## src/rtl/irt_consts.svh

```systemverilog
// Register map, field positions and reset values of the infrared timer.
// Assumes inclusion by bare name from the timer package and module.
`ifndef IRT_CONSTS_SVH
`define IRT_CONSTS_SVH

`define IRT_AW 8
`define IRT_ADDR_CTRL 8'h00
`define IRT_ADDR_CARRIER 8'h04
`define IRT_ADDR_MODTIME 8'h08
`define IRT_ADDR_VALUE 8'h0c
`define IRT_ADDR_STATUS 8'h10
`define IRT_ADDR_MASK 8'h14
`define IRT_ADDR_POWER 8'h18

`define IRT_CTRL_EN 0
`define IRT_CTRL_MODE 1
`define IRT_CTRL_FINE 2
`define IRT_CTRL_POL 3
`define IRT_CTRL_DATA 4
`define IRT_CTRL_RELOAD 5
`define IRT_CTRL_RISE 6
`define IRT_CTRL_FALL 7
`define IRT_CTRL_DIV_LO 8
`define IRT_CTRL_DIV_HI 10
`define IRT_CTRL_WMASK 16'h07ff

`define IRT_ST_IRQF 0
`define IRT_ST_OVF 1
`define IRT_PWR_LVL 0
`define IRT_PWR_OE 1

`define IRT_CTRL_RST 16'h0000
`define IRT_CARRIER_RST 16'h0000
`define IRT_MODTIME_RST 16'h0000
`define IRT_VALUE_RST 16'h0000
`define IRT_VALUE_MAX 16'hffff
`define IRT_VALUE_ZERO 16'h0000

`define IRT_RESP_OKAY 2'h0
`define IRT_RESP_SLVERR 2'h2

`endif

```

## src/rtl/irt_pkg.sv

```systemverilog
// Types of the infrared carrier and modulation timer.
// Assumes the constants header is on the include path.
`include "irt_consts.svh"

package irt_pkg;

    typedef enum logic [1:0] {
        IRT_OFF,
        IRT_TX,
        IRT_RX
    } irt_mode_e;

    typedef struct packed {
        logic [`IRT_AW-1:0] awaddr;
        logic awvalid;
        logic [31:0] wdata;
        logic [3:0] wstrb;
        logic wvalid;
        logic bready;
        logic [`IRT_AW-1:0] araddr;
        logic arvalid;
        logic rready;
    } irt_axi_req_s;

    typedef struct packed {
        logic awready;
        logic wready;
        logic bvalid;
        logic [1:0] bresp;
        logic arready;
        logic rvalid;
        logic [31:0] rdata;
        logic [1:0] rresp;
    } irt_axi_rsp_s;

    typedef struct packed {
        irt_axi_rsp_s rsp;
        logic aw_have;
        logic [`IRT_AW-1:0] aw_addr;
        logic w_have;
        logic [31:0] w_data;
        logic [3:0] w_strb;
        logic [15:0] ctrl;
        logic [15:0] carrier;
        logic [15:0] modtime;
        logic [15:0] value;
        logic [1:0] status;
        logic [1:0] mask;
        logic [1:0] power;
        irt_mode_e mode;
        logic [6:0] pre_cnt;
        logic car_hi;
        logic [7:0] car_cnt;
        logic [15:0] car_l;
        logic data_l;
        logic pol_l;
        logic rx_prev;
        logic out;
        logic oe_n;
        logic irq;
    } irt_state_s;

endpackage : irt_pkg

```

## src/rtl/irt_timer.sv

```systemverilog
// Infrared carrier generation and modulation timer with AXI4-Lite slave.
// Assumes one clock, synchronous active-low reset, and a receive pin
// already synchronous to CLK.
`timescale 1ns/100ps
`include "irt_consts.svh"

module irt_timer (
    input wire logic CLK,
    input wire logic RST_N,
    input wire irt_pkg::irt_axi_req_s AXI_REQ,
    output irt_pkg::irt_axi_rsp_s AXI_RSP,
    input wire logic INFRARED_IN_PIN,
    output logic INFRARED_OUT_PIN,
    output logic INFRARED_OUT_OE_N,
    output logic IRQ
);

    irt_pkg::irt_state_s state_reg;
    irt_pkg::irt_state_s state_next;

    logic en;
    logic tx;
    logic fine;
    logic [2:0] div;
    logic [6:0] div_mask;
    logic tick;
    logic car_end;
    logic cclk;
    logic run_tx;
    logic run_rx;
    logic rx_edge;
    logic st_wr;

    function automatic logic [15:0] merge16(input logic [15:0] old,
                                            input logic [31:0] data,
                                            input logic [3:0] strb);
        logic [15:0] res;
        res = old;
        if (strb[0]) begin
            res[7:0] = data[7:0];
        end
        if (strb[1]) begin
            res[15:8] = data[15:8];
        end
        return res;
    endfunction : merge16

    assign en = state_reg.ctrl[`IRT_CTRL_EN];
    assign tx = state_reg.ctrl[`IRT_CTRL_MODE];
    assign fine = state_reg.ctrl[`IRT_CTRL_FINE];
    assign div = state_reg.ctrl[`IRT_CTRL_DIV_HI:`IRT_CTRL_DIV_LO];
    // Prescaler fires when all counter bits below the divider are ones
    assign div_mask = 7'((8'h01 << div) - 8'h01);
    assign tick = &(state_reg.pre_cnt | ~div_mask);
    assign car_end = tick && !state_reg.car_hi
        && (state_reg.car_cnt == state_reg.car_l[7:0]);
    assign cclk = tick && (fine || car_end);
    assign run_tx = (state_reg.mode == irt_pkg::IRT_TX) && en && tx;
    assign run_rx = (state_reg.mode == irt_pkg::IRT_RX) && en && !tx;
    assign rx_edge = (state_reg.rx_prev != INFRARED_IN_PIN)
        && ((INFRARED_IN_PIN && state_reg.ctrl[`IRT_CTRL_RISE])
        || (!INFRARED_IN_PIN && state_reg.ctrl[`IRT_CTRL_FALL]));
    assign st_wr = state_reg.aw_have && state_reg.w_have
        && !state_reg.rsp.bvalid
        && (state_reg.aw_addr == `IRT_ADDR_STATUS);

    always_comb begin
        logic [1:0] st_set;
        logic [1:0] st_clr;
        logic [15:0] nv;
        state_next = state_reg;
        st_set = 2'h0;
        st_clr = 2'h0;
        nv = state_reg.value;

        // Write channels are accepted independently, held until both arrive
        if (state_reg.rsp.awready && AXI_REQ.awvalid) begin
            state_next.aw_have = 1'h1;
            state_next.aw_addr = AXI_REQ.awaddr;
            state_next.rsp.awready = 1'h0;
        end
        if (state_reg.rsp.wready && AXI_REQ.wvalid) begin
            state_next.w_have = 1'h1;
            state_next.w_data = AXI_REQ.wdata;
            state_next.w_strb = AXI_REQ.wstrb;
            state_next.rsp.wready = 1'h0;
        end
        if (state_reg.aw_have && state_reg.w_have && !state_reg.rsp.bvalid)
        begin
            state_next.aw_have = 1'h0;
            state_next.w_have = 1'h0;
            state_next.rsp.bvalid = 1'h1;
            state_next.rsp.bresp = `IRT_RESP_OKAY;
            unique case (state_reg.aw_addr)
                `IRT_ADDR_CTRL: begin
                    state_next.ctrl = merge16(state_reg.ctrl,
                        state_reg.w_data, state_reg.w_strb)
                        & `IRT_CTRL_WMASK;
                end
                `IRT_ADDR_CARRIER: begin
                    state_next.carrier = merge16(state_reg.carrier,
                        state_reg.w_data, state_reg.w_strb);
                end
                `IRT_ADDR_MODTIME: begin
                    state_next.modtime = merge16(state_reg.modtime,
                        state_reg.w_data, state_reg.w_strb);
                end
                `IRT_ADDR_VALUE: begin
                end
                `IRT_ADDR_STATUS: begin
                    if (state_reg.w_strb[0]) begin
                        st_clr = state_reg.w_data[1:0];
                    end
                end
                `IRT_ADDR_MASK: begin
                    if (state_reg.w_strb[0]) begin
                        state_next.mask = state_reg.w_data[1:0];
                    end
                end
                `IRT_ADDR_POWER: begin
                    if (state_reg.w_strb[0]) begin
                        state_next.power = state_reg.w_data[1:0];
                    end
                end
                default: begin
                    state_next.rsp.bresp = `IRT_RESP_SLVERR;
                end
            endcase
        end
        if (state_reg.rsp.bvalid && AXI_REQ.bready) begin
            state_next.rsp.bvalid = 1'h0;
            state_next.rsp.awready = 1'h1;
            state_next.rsp.wready = 1'h1;
        end

        if (state_reg.rsp.arready && AXI_REQ.arvalid) begin
            state_next.rsp.arready = 1'h0;
            state_next.rsp.rvalid = 1'h1;
            state_next.rsp.rresp = `IRT_RESP_OKAY;
            state_next.rsp.rdata = 32'h0;
            unique case (AXI_REQ.araddr)
                `IRT_ADDR_CTRL: state_next.rsp.rdata[15:0] = state_reg.ctrl;
                `IRT_ADDR_CARRIER: begin
                    state_next.rsp.rdata[15:0] = state_reg.carrier;
                end
                `IRT_ADDR_MODTIME: begin
                    state_next.rsp.rdata[15:0] = state_reg.modtime;
                end
                `IRT_ADDR_VALUE: begin
                    state_next.rsp.rdata[15:0] = state_reg.value;
                end
                `IRT_ADDR_STATUS: begin
                    state_next.rsp.rdata[1:0] = state_reg.status;
                end
                `IRT_ADDR_MASK: state_next.rsp.rdata[1:0] = state_reg.mask;
                `IRT_ADDR_POWER: begin
                    state_next.rsp.rdata[1:0] = state_reg.power;
                end
                default: state_next.rsp.rresp = `IRT_RESP_SLVERR;
            endcase
        end
        if (state_reg.rsp.rvalid && AXI_REQ.rready) begin
            state_next.rsp.rvalid = 1'h0;
            state_next.rsp.arready = 1'h1;
        end

        state_next.pre_cnt = state_reg.pre_cnt + 7'h1;
        // Carrier phase: high for high byte plus one, low for low byte plus one
        if (tick) begin
            if (state_reg.car_hi) begin
                if (state_reg.car_cnt == state_reg.car_l[15:8]) begin
                    state_next.car_hi = 1'h0;
                    state_next.car_cnt = 8'h0;
                end else begin
                    state_next.car_cnt = state_reg.car_cnt + 8'h1;
                end
            end else if (car_end) begin
                state_next.car_hi = 1'h1;
                state_next.car_cnt = 8'h0;
            end else begin
                state_next.car_cnt = state_reg.car_cnt + 8'h1;
            end
        end

        unique case (state_reg.mode)
            irt_pkg::IRT_OFF: begin
                // Prescaler restarts so the first interval is full length
                state_next.pre_cnt = 7'h0;
                state_next.car_hi = 1'h1;
                state_next.car_cnt = 8'h0;
                state_next.car_l = state_reg.carrier;
                state_next.rx_prev = INFRARED_IN_PIN;
                if (en && tx) begin
                    state_next.mode = irt_pkg::IRT_TX;
                    state_next.value = state_reg.modtime;
                    state_next.data_l = state_reg.ctrl[`IRT_CTRL_DATA];
                    state_next.pol_l = state_reg.ctrl[`IRT_CTRL_POL];
                end else if (en) begin
                    state_next.mode = irt_pkg::IRT_RX;
                end
            end
            irt_pkg::IRT_TX: begin
                if (!run_tx) begin
                    state_next.mode = irt_pkg::IRT_OFF;
                end else if (cclk) begin
                    if (state_reg.value == `IRT_VALUE_ZERO) begin
                        state_next.value = state_reg.modtime;
                        // Resampled carrier restarts its phase to stay bounded
                        state_next.car_l = state_reg.carrier;
                        state_next.data_l = state_reg.ctrl[`IRT_CTRL_DATA];
                        state_next.pol_l = state_reg.ctrl[`IRT_CTRL_POL];
                        state_next.car_hi = 1'h1;
                        state_next.car_cnt = 8'h0;
                        st_set[`IRT_ST_IRQF] = 1'h1;
                    end else begin
                        state_next.value = state_reg.value - 16'h1;
                    end
                end
            end
            irt_pkg::IRT_RX: begin
                state_next.rx_prev = INFRARED_IN_PIN;
                if (!run_rx) begin
                    state_next.mode = irt_pkg::IRT_OFF;
                end else begin
                    if (car_end) begin
                        state_next.car_l = state_reg.carrier;
                    end
                    if (cclk) begin
                        nv = state_reg.value + 16'h1;
                        if (state_reg.value == `IRT_VALUE_MAX) begin
                            st_set[`IRT_ST_OVF] = 1'h1;
                        end
                    end
                    if (rx_edge) begin
                        state_next.ctrl[`IRT_CTRL_DATA] = INFRARED_IN_PIN;
                        state_next.modtime = state_reg.value;
                        st_set[`IRT_ST_IRQF] = 1'h1;
                        if (state_reg.ctrl[`IRT_CTRL_RELOAD]) begin
                            nv = `IRT_VALUE_ZERO;
                        end
                    end
                    state_next.value = nv;
                end
            end
        endcase

        // A hardware set in the same cycle as a clear wins
        state_next.status = (state_reg.status & ~st_clr) | st_set;

        if (state_next.mode == irt_pkg::IRT_TX) begin
            state_next.out = state_next.pol_l
                ^ (state_next.data_l & state_next.car_hi);
            state_next.oe_n = 1'h0;
        end else if (state_next.ctrl[`IRT_CTRL_EN]) begin
            state_next.out = state_next.ctrl[`IRT_CTRL_POL];
            state_next.oe_n = 1'h0;
        end else begin
            state_next.out = state_next.power[`IRT_PWR_LVL];
            state_next.oe_n = !state_next.power[`IRT_PWR_OE];
        end
        state_next.irq = |(state_next.status & state_next.mask);
    end

    always_ff @(posedge CLK) begin
        if (!RST_N) begin
            state_reg <= '0;
            state_reg.rsp.awready <= 1'h1;
            state_reg.rsp.wready <= 1'h1;
            state_reg.rsp.arready <= 1'h1;
            state_reg.ctrl <= `IRT_CTRL_RST;
            state_reg.carrier <= `IRT_CARRIER_RST;
            state_reg.modtime <= `IRT_MODTIME_RST;
            state_reg.value <= `IRT_VALUE_RST;
            state_reg.mode <= irt_pkg::IRT_OFF;
            state_reg.car_hi <= 1'h1;
            state_reg.oe_n <= 1'h1;
        end else begin
            state_reg <= state_next;
        end
    end

    assign AXI_RSP = state_reg.rsp;
    assign INFRARED_OUT_PIN = state_reg.out;
    assign INFRARED_OUT_OE_N = state_reg.oe_n;
    assign IRQ = state_reg.irq;
endmodule : irt_timer

```

## config.mk

```make
export PLATFORM = sky130hd
export DESIGN_NAME = irt_timer
export DESIGN_NICKNAME = d
export VERILOG_FILES = /design/src/rtl/irt_pkg.sv /design/src/rtl/irt_timer.sv
export VERILOG_INCLUDE_DIRS = /design/src /design/src/rtl
export SDC_FILE = /design/constraint.sdc
export NUM_CORES = 1
export LEC_CHECK = 0
export ABC_AREA = 1
export BUFFER_PORTS_ARGS = -buffer_cell sky130_fd_sc_hd__buf_2
export CAP_MARGIN = 20
export CORE_AREA = 2 2 219 113
export DETAILED_ROUTE_END_ITERATION = 16
export DIE_AREA = 0 0 221 115
export GPL_TIMING_DRIVEN = 0
export PLACE_DENSITY = 0.63
export SETUP_SLACK_MARGIN = 0.2
export SLEW_MARGIN = 20
export SYNTH_ARGS = -nofsm -noshare
export SYNTH_HDL_FRONTEND = slang
export SYNTH_SLANG_ARGS = --single-unit
export TNS_END_PERCENT = 100
```

## constraint.sdc

```tcl
create_clock -name CLK -period 2.8 [get_ports CLK]
set_input_delay 0.56 -clock CLK [delete_from_list [all_inputs] [get_ports CLK]]
set_output_delay 0.56 -clock CLK [all_outputs]
set_load 0.02 [all_outputs]
```

==> impl_results.md, run 1 <==
* Drt pass-1 iters at 5
* Count leader, synth: nand2_1
* Initial antenna violation count at 0
* Commonest cells in the netlist: nand2_1 (265), dfxtp_1 (156), inv_1 (155)
* Slowest-stage cell, CP: dfxtp_1
* HPWL after DPL at between 20000 and 30000 um
* CTS sink count at 156
* Number of buffers created by CTS at 17
* Synth Area in Compound Gates at approximately 23%
* Syn Area/Cell at 6.944 um^2
* Mapped Area at between 0.008 and 0.009 mm^2
* Worst-Skew Late Latency at roughly 450 ps
* CTS Hold Bufs at 0
* Final min period at about 2500 ps
* Largest cells by area after synthesis: dfxtp_1 (35%), nand2_1 (11%), inv_1 (6.6%)
* Clock-pin slew on the worst setup and hold paths at around 60 ps
* Die ar. at between 0.02 and 0.03 mm^2
* Synth area leader: dfxtp_1
* Synth Instances at ~1300
* Root Buffer Master: clkbuf_16
* Largest net degree at the start of global routing at 17
* Share of cells above drive strength 1 at 19.93%
* Leak at 4.221 nW
* Max Slew Vio Count at 0
* Core Box Area at approximately 0.024 mm^2
* Routed via count at approximately 9200
* Reg2reg path depth at 12
* Fin area at around 0.011 mm^2
* Maximum root-to-sink buffer count at 2
* Hold path endpoint: AXI_RSP[35]
* Nets at 1467
* Simple-gate area share of the yosys netlist at roughly 25%
* Crit path capture type: flop
* Register area share after synthesis at a little over a third
* Cell Pwr Density at approximately 470 mW/mm^2
* Core Rows at 40
* 1st-iter DRT viols at just over 1000
* Final hold vios at 0
* WL/cell at between 15 and 20 um
* Post-Route WL at between 30000 and 40000 um
* Post-Place Cells at approximately 1700
* Ys flop type: dfxtp_1
* Crit Path Category: flop to flop
* Yosys warnings at 0
* Vias/cell at approximately 5.4
* Crit-path max FO at 10
* Slew @ Worst Pin at around 1000 ps
* Fin crit share at 89.79%
* Maxcap violations at 0
* # diodes at 0
* Post-synth ARST share at 0%
* Netlist cell types at 55
* Die X at between 200 and 250 um
* Final Setup Violations at 0
* I/O pin cnt at 104
* Max reg flops at between 100 and 150
* Clk_skew at approximately 9.4 ps
* Data required time of the worst path at ~3200 ps
* RePlAce Congestion at between 0.9 and 1
* Hold Path Stages at 3
* Largest family of logic cells by synthesized area: simple AND/OR/NAND/NOR gates
* R2R setup slack at roughly 290 ps
* Fin cells at 1725
* Post-Synth XOR/XNOR Area at about 1.8%
* RSZ-0062 raised after global routing: yes
* TritonCTS clock tree: yes
* Yosys top cell area share at about a third
* Seq cells post-synth at between 150 and 200
* Max Fclk at 397.7 MHz
* Post-synthesis adder-cell area fraction at ~1.1%
* Hold crit path type: primary input to flop
* Critical Path Source Type: flop
* Post-route DRC violation count at 0
* Post-synth EDFFs at 0
* WP data arrival at about 2900 ps
* Routed Antenna Nets at 0
* Critical Path Max Stage Delay at 310 ps
* First-pass GRT wire length at 48350 um
* Min-delay src: AXI_REQ[0]
* VDD IR max at between 0.0003 and 0.0004 V
* Outcome: finished, final reports clean
* Initial core utilization at a little under two fifths
* Worst r2r dst: state_reg[49]
* Port bufs at 66
* Multiplexer area fraction after synthesis at 0%
* Grt ovf at 0
* Die Span Y at approximately 120 um
* Gr usage total at 25.42%
* Vias in the first global route at 8081
* Worst-path cell chain: buf_2, inv_2, ha_2, nand4_4, nor2_4, nand4_4, inv_2, buf_2, o21ai_0, a21oi_1, o21ai_2, a21oi_1
* Worst r2r src: state_reg[46]
* Area Overhead vs Synth at 18.70%
* Placed instance area at 0.009642 mm^2
* Relative slew slack at 33.34%
* H-tree Lvls at 4
## worst max-delay path by stage
| stage | start | to | slack (ps) | depth (start not counted) |
|---|---|---|---|---|
| 6_report | state_reg[46] | state_reg[49] | 290 | 12 |
| 3_3_place_gp | state_reg[46] | INFRARED_OUT_PIN | -130 | 13 |
| 3_5_place_dp | state_reg[46] | state_reg[13] | -90 | 13 |
| 2_1_floorplan | div[1] | state_reg[10] | 670 | 16 |
| 5_1_grt | AXI_RSP[38] | INFRARED_OUT_PIN | 160 | 9 |
| 4_1_cts | AXI_RSP[38] | INFRARED_OUT_PIN | 160 | 9 |
## layout by cell type (no fill, tap or decap), types with 26 or more instances in the layout
cell type    n
o21ai_0     91
a21oi_1    105
buf_4       61
nand3_1     46
a21oi_2     26
nand2_1    262
buf_2       78
nor2_1     107
inv_1      152
dfxtp_1    153
clkbuf_1    33
## what timing repair did
item	CTS	global route
gates cloned	0	0
endpoints found under the hold margin	0	0
buffers inserted	9	13
pin swaps	3	11
resized for setup	11	39
setup endpoints to repair	45	46
## stage by stage
step	utilization, %	power (mW)	hold slack, ps	setup TNS [ps]	setup slack [ps]
finish	44.58	4.944	343.7	0	285.8
global route	44.58	5.077	365.6	0	157.2
CTS	43.64	4.945	335.9	0	159.4
detailed placement	40.90	2.680	451.4	-413.8	-93.15
global placement	40.90	2.677	441.4	-708.6	-131.2
floorplan	-	2.553	429.6	0	668.3
## worst max-delay path: cells and delay by family (launching register included)
family | cells | cell delay (ps)
AO/OA/AOI/OAI | 4 | 590
adder cells (fa/ha/maj) | 1 | 250
AND/OR/NAND/NOR | 3 | 580
buffers and inverters | 4 | 680
flip-flops | 1 | 310
## cells by family after synthesis
family,count (synthesis)
flops,156
buf+inv,265
compound gates,326
fa+ha+maj,8
simple gates,501
xor+xnor,18
other cells,1
## power breakdown
group          switching (mW)  internal [mW]  leakage, nW
Combinational           0.248          0.114         2.69
Sequential             0.0325           2.26         1.27
Clock                   0.990           1.30        0.261
Total                    1.27           3.67         4.22
## layout make-up
class | instances | area, um^2
Buffer | 97 | 585.6
Tap cell | 315 | 394.1
Sequential cell | 156 | 3134
Inverter | 168 | 636.9
Fill cell | 2441 | 13060
Multi-Input combinational cell | 871 | 4702
Clock buffer | 19 | 432.9
Timing Repair Buffer | 88 | 500.5
Clock inverter | 11 | 122.6
## layer usage
layer  routed length, um  GRT usage (%)  share of wire, %
met5                  78          2.151              0.24
met4                 407          5.682               1.2
met3                5041          12.11                15
met2               11090          30.04                34
met1               16060          39.08                49
Note: power is estimated with default switching activity, not from simulation.
==> run 2: changes to the inputs <==
Settings changed: PLACE_DENSITY 0.63 to not set.
==> run 2 against run 1 <==
  * Worst hold slack better by 13 ps
  * Combinational power fell by 1%
  * Wire length rose by 1.4%
  * Critical path depth is 1 lower
  * Sequential power about the same
  * Count of clock-buffer cells in the layout rose by 1
  * Clock skew grew 1.7 ps
  * Critical path type unchanged
  * Critical endpoint is now INFRARED_OUT_PIN
  * Largest cell class unchanged
  * Highest routed layer unchanged
==> impl_results.md, run 2 (synthesized netlist as in run 1, its figures left out) <==
* Sw Ratio at 24.80% (-0.89 points)
* Max reg flops at 125 (unchanged)
* Max Slew Vio Count at 0 (unchanged)
* Max Fclk at 382.7 MHz (-3.8%)
* Routed via count at 9227 (-0.033%)
* Total negative slack at 0 ps (unchanged)
* Nets at 1463 (-0.27%)
* Pwr Total at 5.075 mW (+2.6%)
* WP data arrival at 2930 ps (+50 ps)
* Share of cells above drive strength 1 at 19.84% (-0.086 points)
* Hold crit path type: primary input to flop
* Power share of the combinational group at 7.1% (-0.2 points)
* Number of buffers created by CTS at 17 (unchanged)
* Leak at 4.250 nW (+0.70%)
* Critical Path Source Type: flop
* Vias/cell at 5.361 (+0.20%)
* Die ar. at 0.02542 mm^2 (unchanged)
* WL/cell at 19.26 um (+1.7%)
* Part of the power in registers at 45.2% (-1.2 points)
* Relative slew slack at 35.11% (+1.8 points)
* Gr usage total at 26.03% (+0.61 points)
* Maximum root-to-sink buffer count at 2 (unchanged)
* Die Span Y at 115 um (unchanged)
* Crit Path Category: flop to flop
* Net Switching at 1.258 mW (-0.91%)
* Largest net degree at the start of global routing at 17 (unchanged)
* VDD IR max at 0.0002883 V (-9.4%)
* H-tree Lvls at 4 (unchanged)
* Final hold vios at 0 (unchanged)
* Clock-pin slew on the worst setup and hold paths at 60 ps (about the same)
* Final Setup Violations at 0 (unchanged)
* HPWL after DPL at 25900 um (+1.7%)
* CTS sink count at 156 (unchanged)
* Hold Path Stages at 3 (unchanged)
* Outcome: finished, final reports clean
* Post-route setup slack at 187.2 ps (-98.62 ps)
* Vias in the first global route at 8256 (+2.2%)
* Root Buffer Master: clkbuf_16
* Fin crit share at 93.32% (+3.5 points)
* Cell Pwr Density at 481.6 mW/mm^2 (+2.4%)
* Initial antenna violation count at 1 (+1)
* Post-Route WL at 33140 um (+1.4%)
* Drt pass-1 iters at 6 (+1)
* Core Rows at 40 (unchanged)
* Grt ovf at 0 (unchanged)
* Die X at 221 um (unchanged)
* Dpl ws at -143.4 ps (-50.23 ps)
* First-pass GRT wire length at 49530 um (+2.4%)
* Clk_skew at 11.08 ps (+1.653 ps)
* P_int at 3.816 mW (+3.9%)
* Most frequent cells in the layout: nand2_1 (263), dfxtp_1 (153), inv_1 (152), a21oi_1 (105), nor2_1 (103)
* Clock power share at 47.8% (+1.5 points)
* Commonest non-fill, non-tap cell in the layout: nand2_1
* # diodes at 0 (unchanged)
* Data required time of the worst path at 3110 ps (-60 ps)
* I/O pin cnt at 104 (unchanged)
* Post-route DRC violation count at 0 (unchanged)
* Maxcap violations at 0 (unchanged)
* Crit-path max FO at 10 (unchanged)
* Reg2reg path depth at 11 (-1)
* Worst-Skew Late Latency at 440 ps (about the same)
* Core Box Area at 0.02357 mm^2 (unchanged)
* Routed Antenna Nets at 0 (unchanged)
* Initial core utilization at 37.56% (unchanged)
* Crit path capture type: flop
* TritonCTS clock tree: yes
* RSZ-0062 raised after global routing: yes
* Port bufs at 66 (unchanged)
* 1st-iter DRT viols at 888 (-14%)
* RePlAce Congestion at 0.9701 (-2.6%)
* Final min period at 2613 ps (+98.62 ps)
* Area Overhead vs Synth at 19.02%
* Slew @ Worst Pin at 973.3 ps (-21.88 ps)
==> run 2: cell types whose count changed in the layout (fill, tap and decap cells not counted), sizes merged <==
cell | previous run | this run
buf | 153 | 147
inv | 165 | 164
bufinv | 2 | 3
clkinvlp | 5 | 1
clkinv | 7 | 10
clkbuf | 51 | 54
==> run 2: what timing repair did <==
action,in CTS,in global routing
buffers inserted,5,13
hold buffers,0,0
hold endpoints to repair,0,0
gates resized for setup,12,41
gates cloned,0,0
pin swaps,2,12
setup endpoints to repair,45,49
==> run 2: final cells by class <==
| class | count | area [um^2] |
|---|---|---|
| clock inverter | 10 | 142.6 |
| multi-input combinational | 871 | 4708 |
| sequential | 156 | 3132 |
| timing repair buffer | 84 | 478.0 |
| buffer | 97 | 593.1 |
| clock buffer | 20 | 456.7 |
| fill | 2475 | 13040 |
| tap | 315 | 394.1 |
| inverter | 168 | 633.1 |
==> run 2: power by group through the flow <==
stage	Clock (mW)	Combinational [mW]	Sequential, mW
2_1_floorplan	0	0.221	2.33
5_1_grt	2.54	0.391	2.30
3_5_place_dp	0	0.340	2.34
3_3_place_gp	0	0.335	2.34
6_report	2.42	0.358	2.29
4_1_cts	2.45	0.344	2.29
==> run 2: path summary, 6_finish.rpt <==
| path | slack [ps] | to | startpoint |
|---|---|---|---|
| worst min register to register | 460 | state_reg[31] | state_reg[31] |
| worst max-delay path | 190 | INFRARED_OUT_PIN | state_reg[153] |
| worst min-delay path | 360 | AXI_RSP[35] | AXI_REQ[0] |
| worst max register to register | 190 | INFRARED_OUT_PIN | state_reg[153] |
==> run 2: layer usage <==
layer | global-route usage [%] | part of all wire (%)
met2 | 31.90 | 34
met1 | 40.18 | 49
met4 | 5.682 | 0.97
met3 | 11.09 | 16
met5 | 0 | 0.054
==> run 2: through the flow <==
step           area, um^2  cells  util, %  hold WS (ps)
2_1_floorplan        8917   1292        -         429.6
3_3_place_gp         9642   1673    40.90         441.9
3_5_place_dp         9642   1673    40.90         457.8
4_1_cts             10300   1708    43.72         338.5
5_1_grt             10540   1721    44.70         392.3
6_report            10540   1721    44.70         356.4
==> run 2: worst max-delay path: stages, from the launching register on <==
cell and delay, ps:
dfxtp_1 310, nor2_1 90, inv_1 50, nor3_1 280, inv_1 140, nor2_1 330
nand2_1 190, clkbuf_1 260, o21ai_0 420, o21ai_0 150, a21oi_1 180, a21oi_1 90
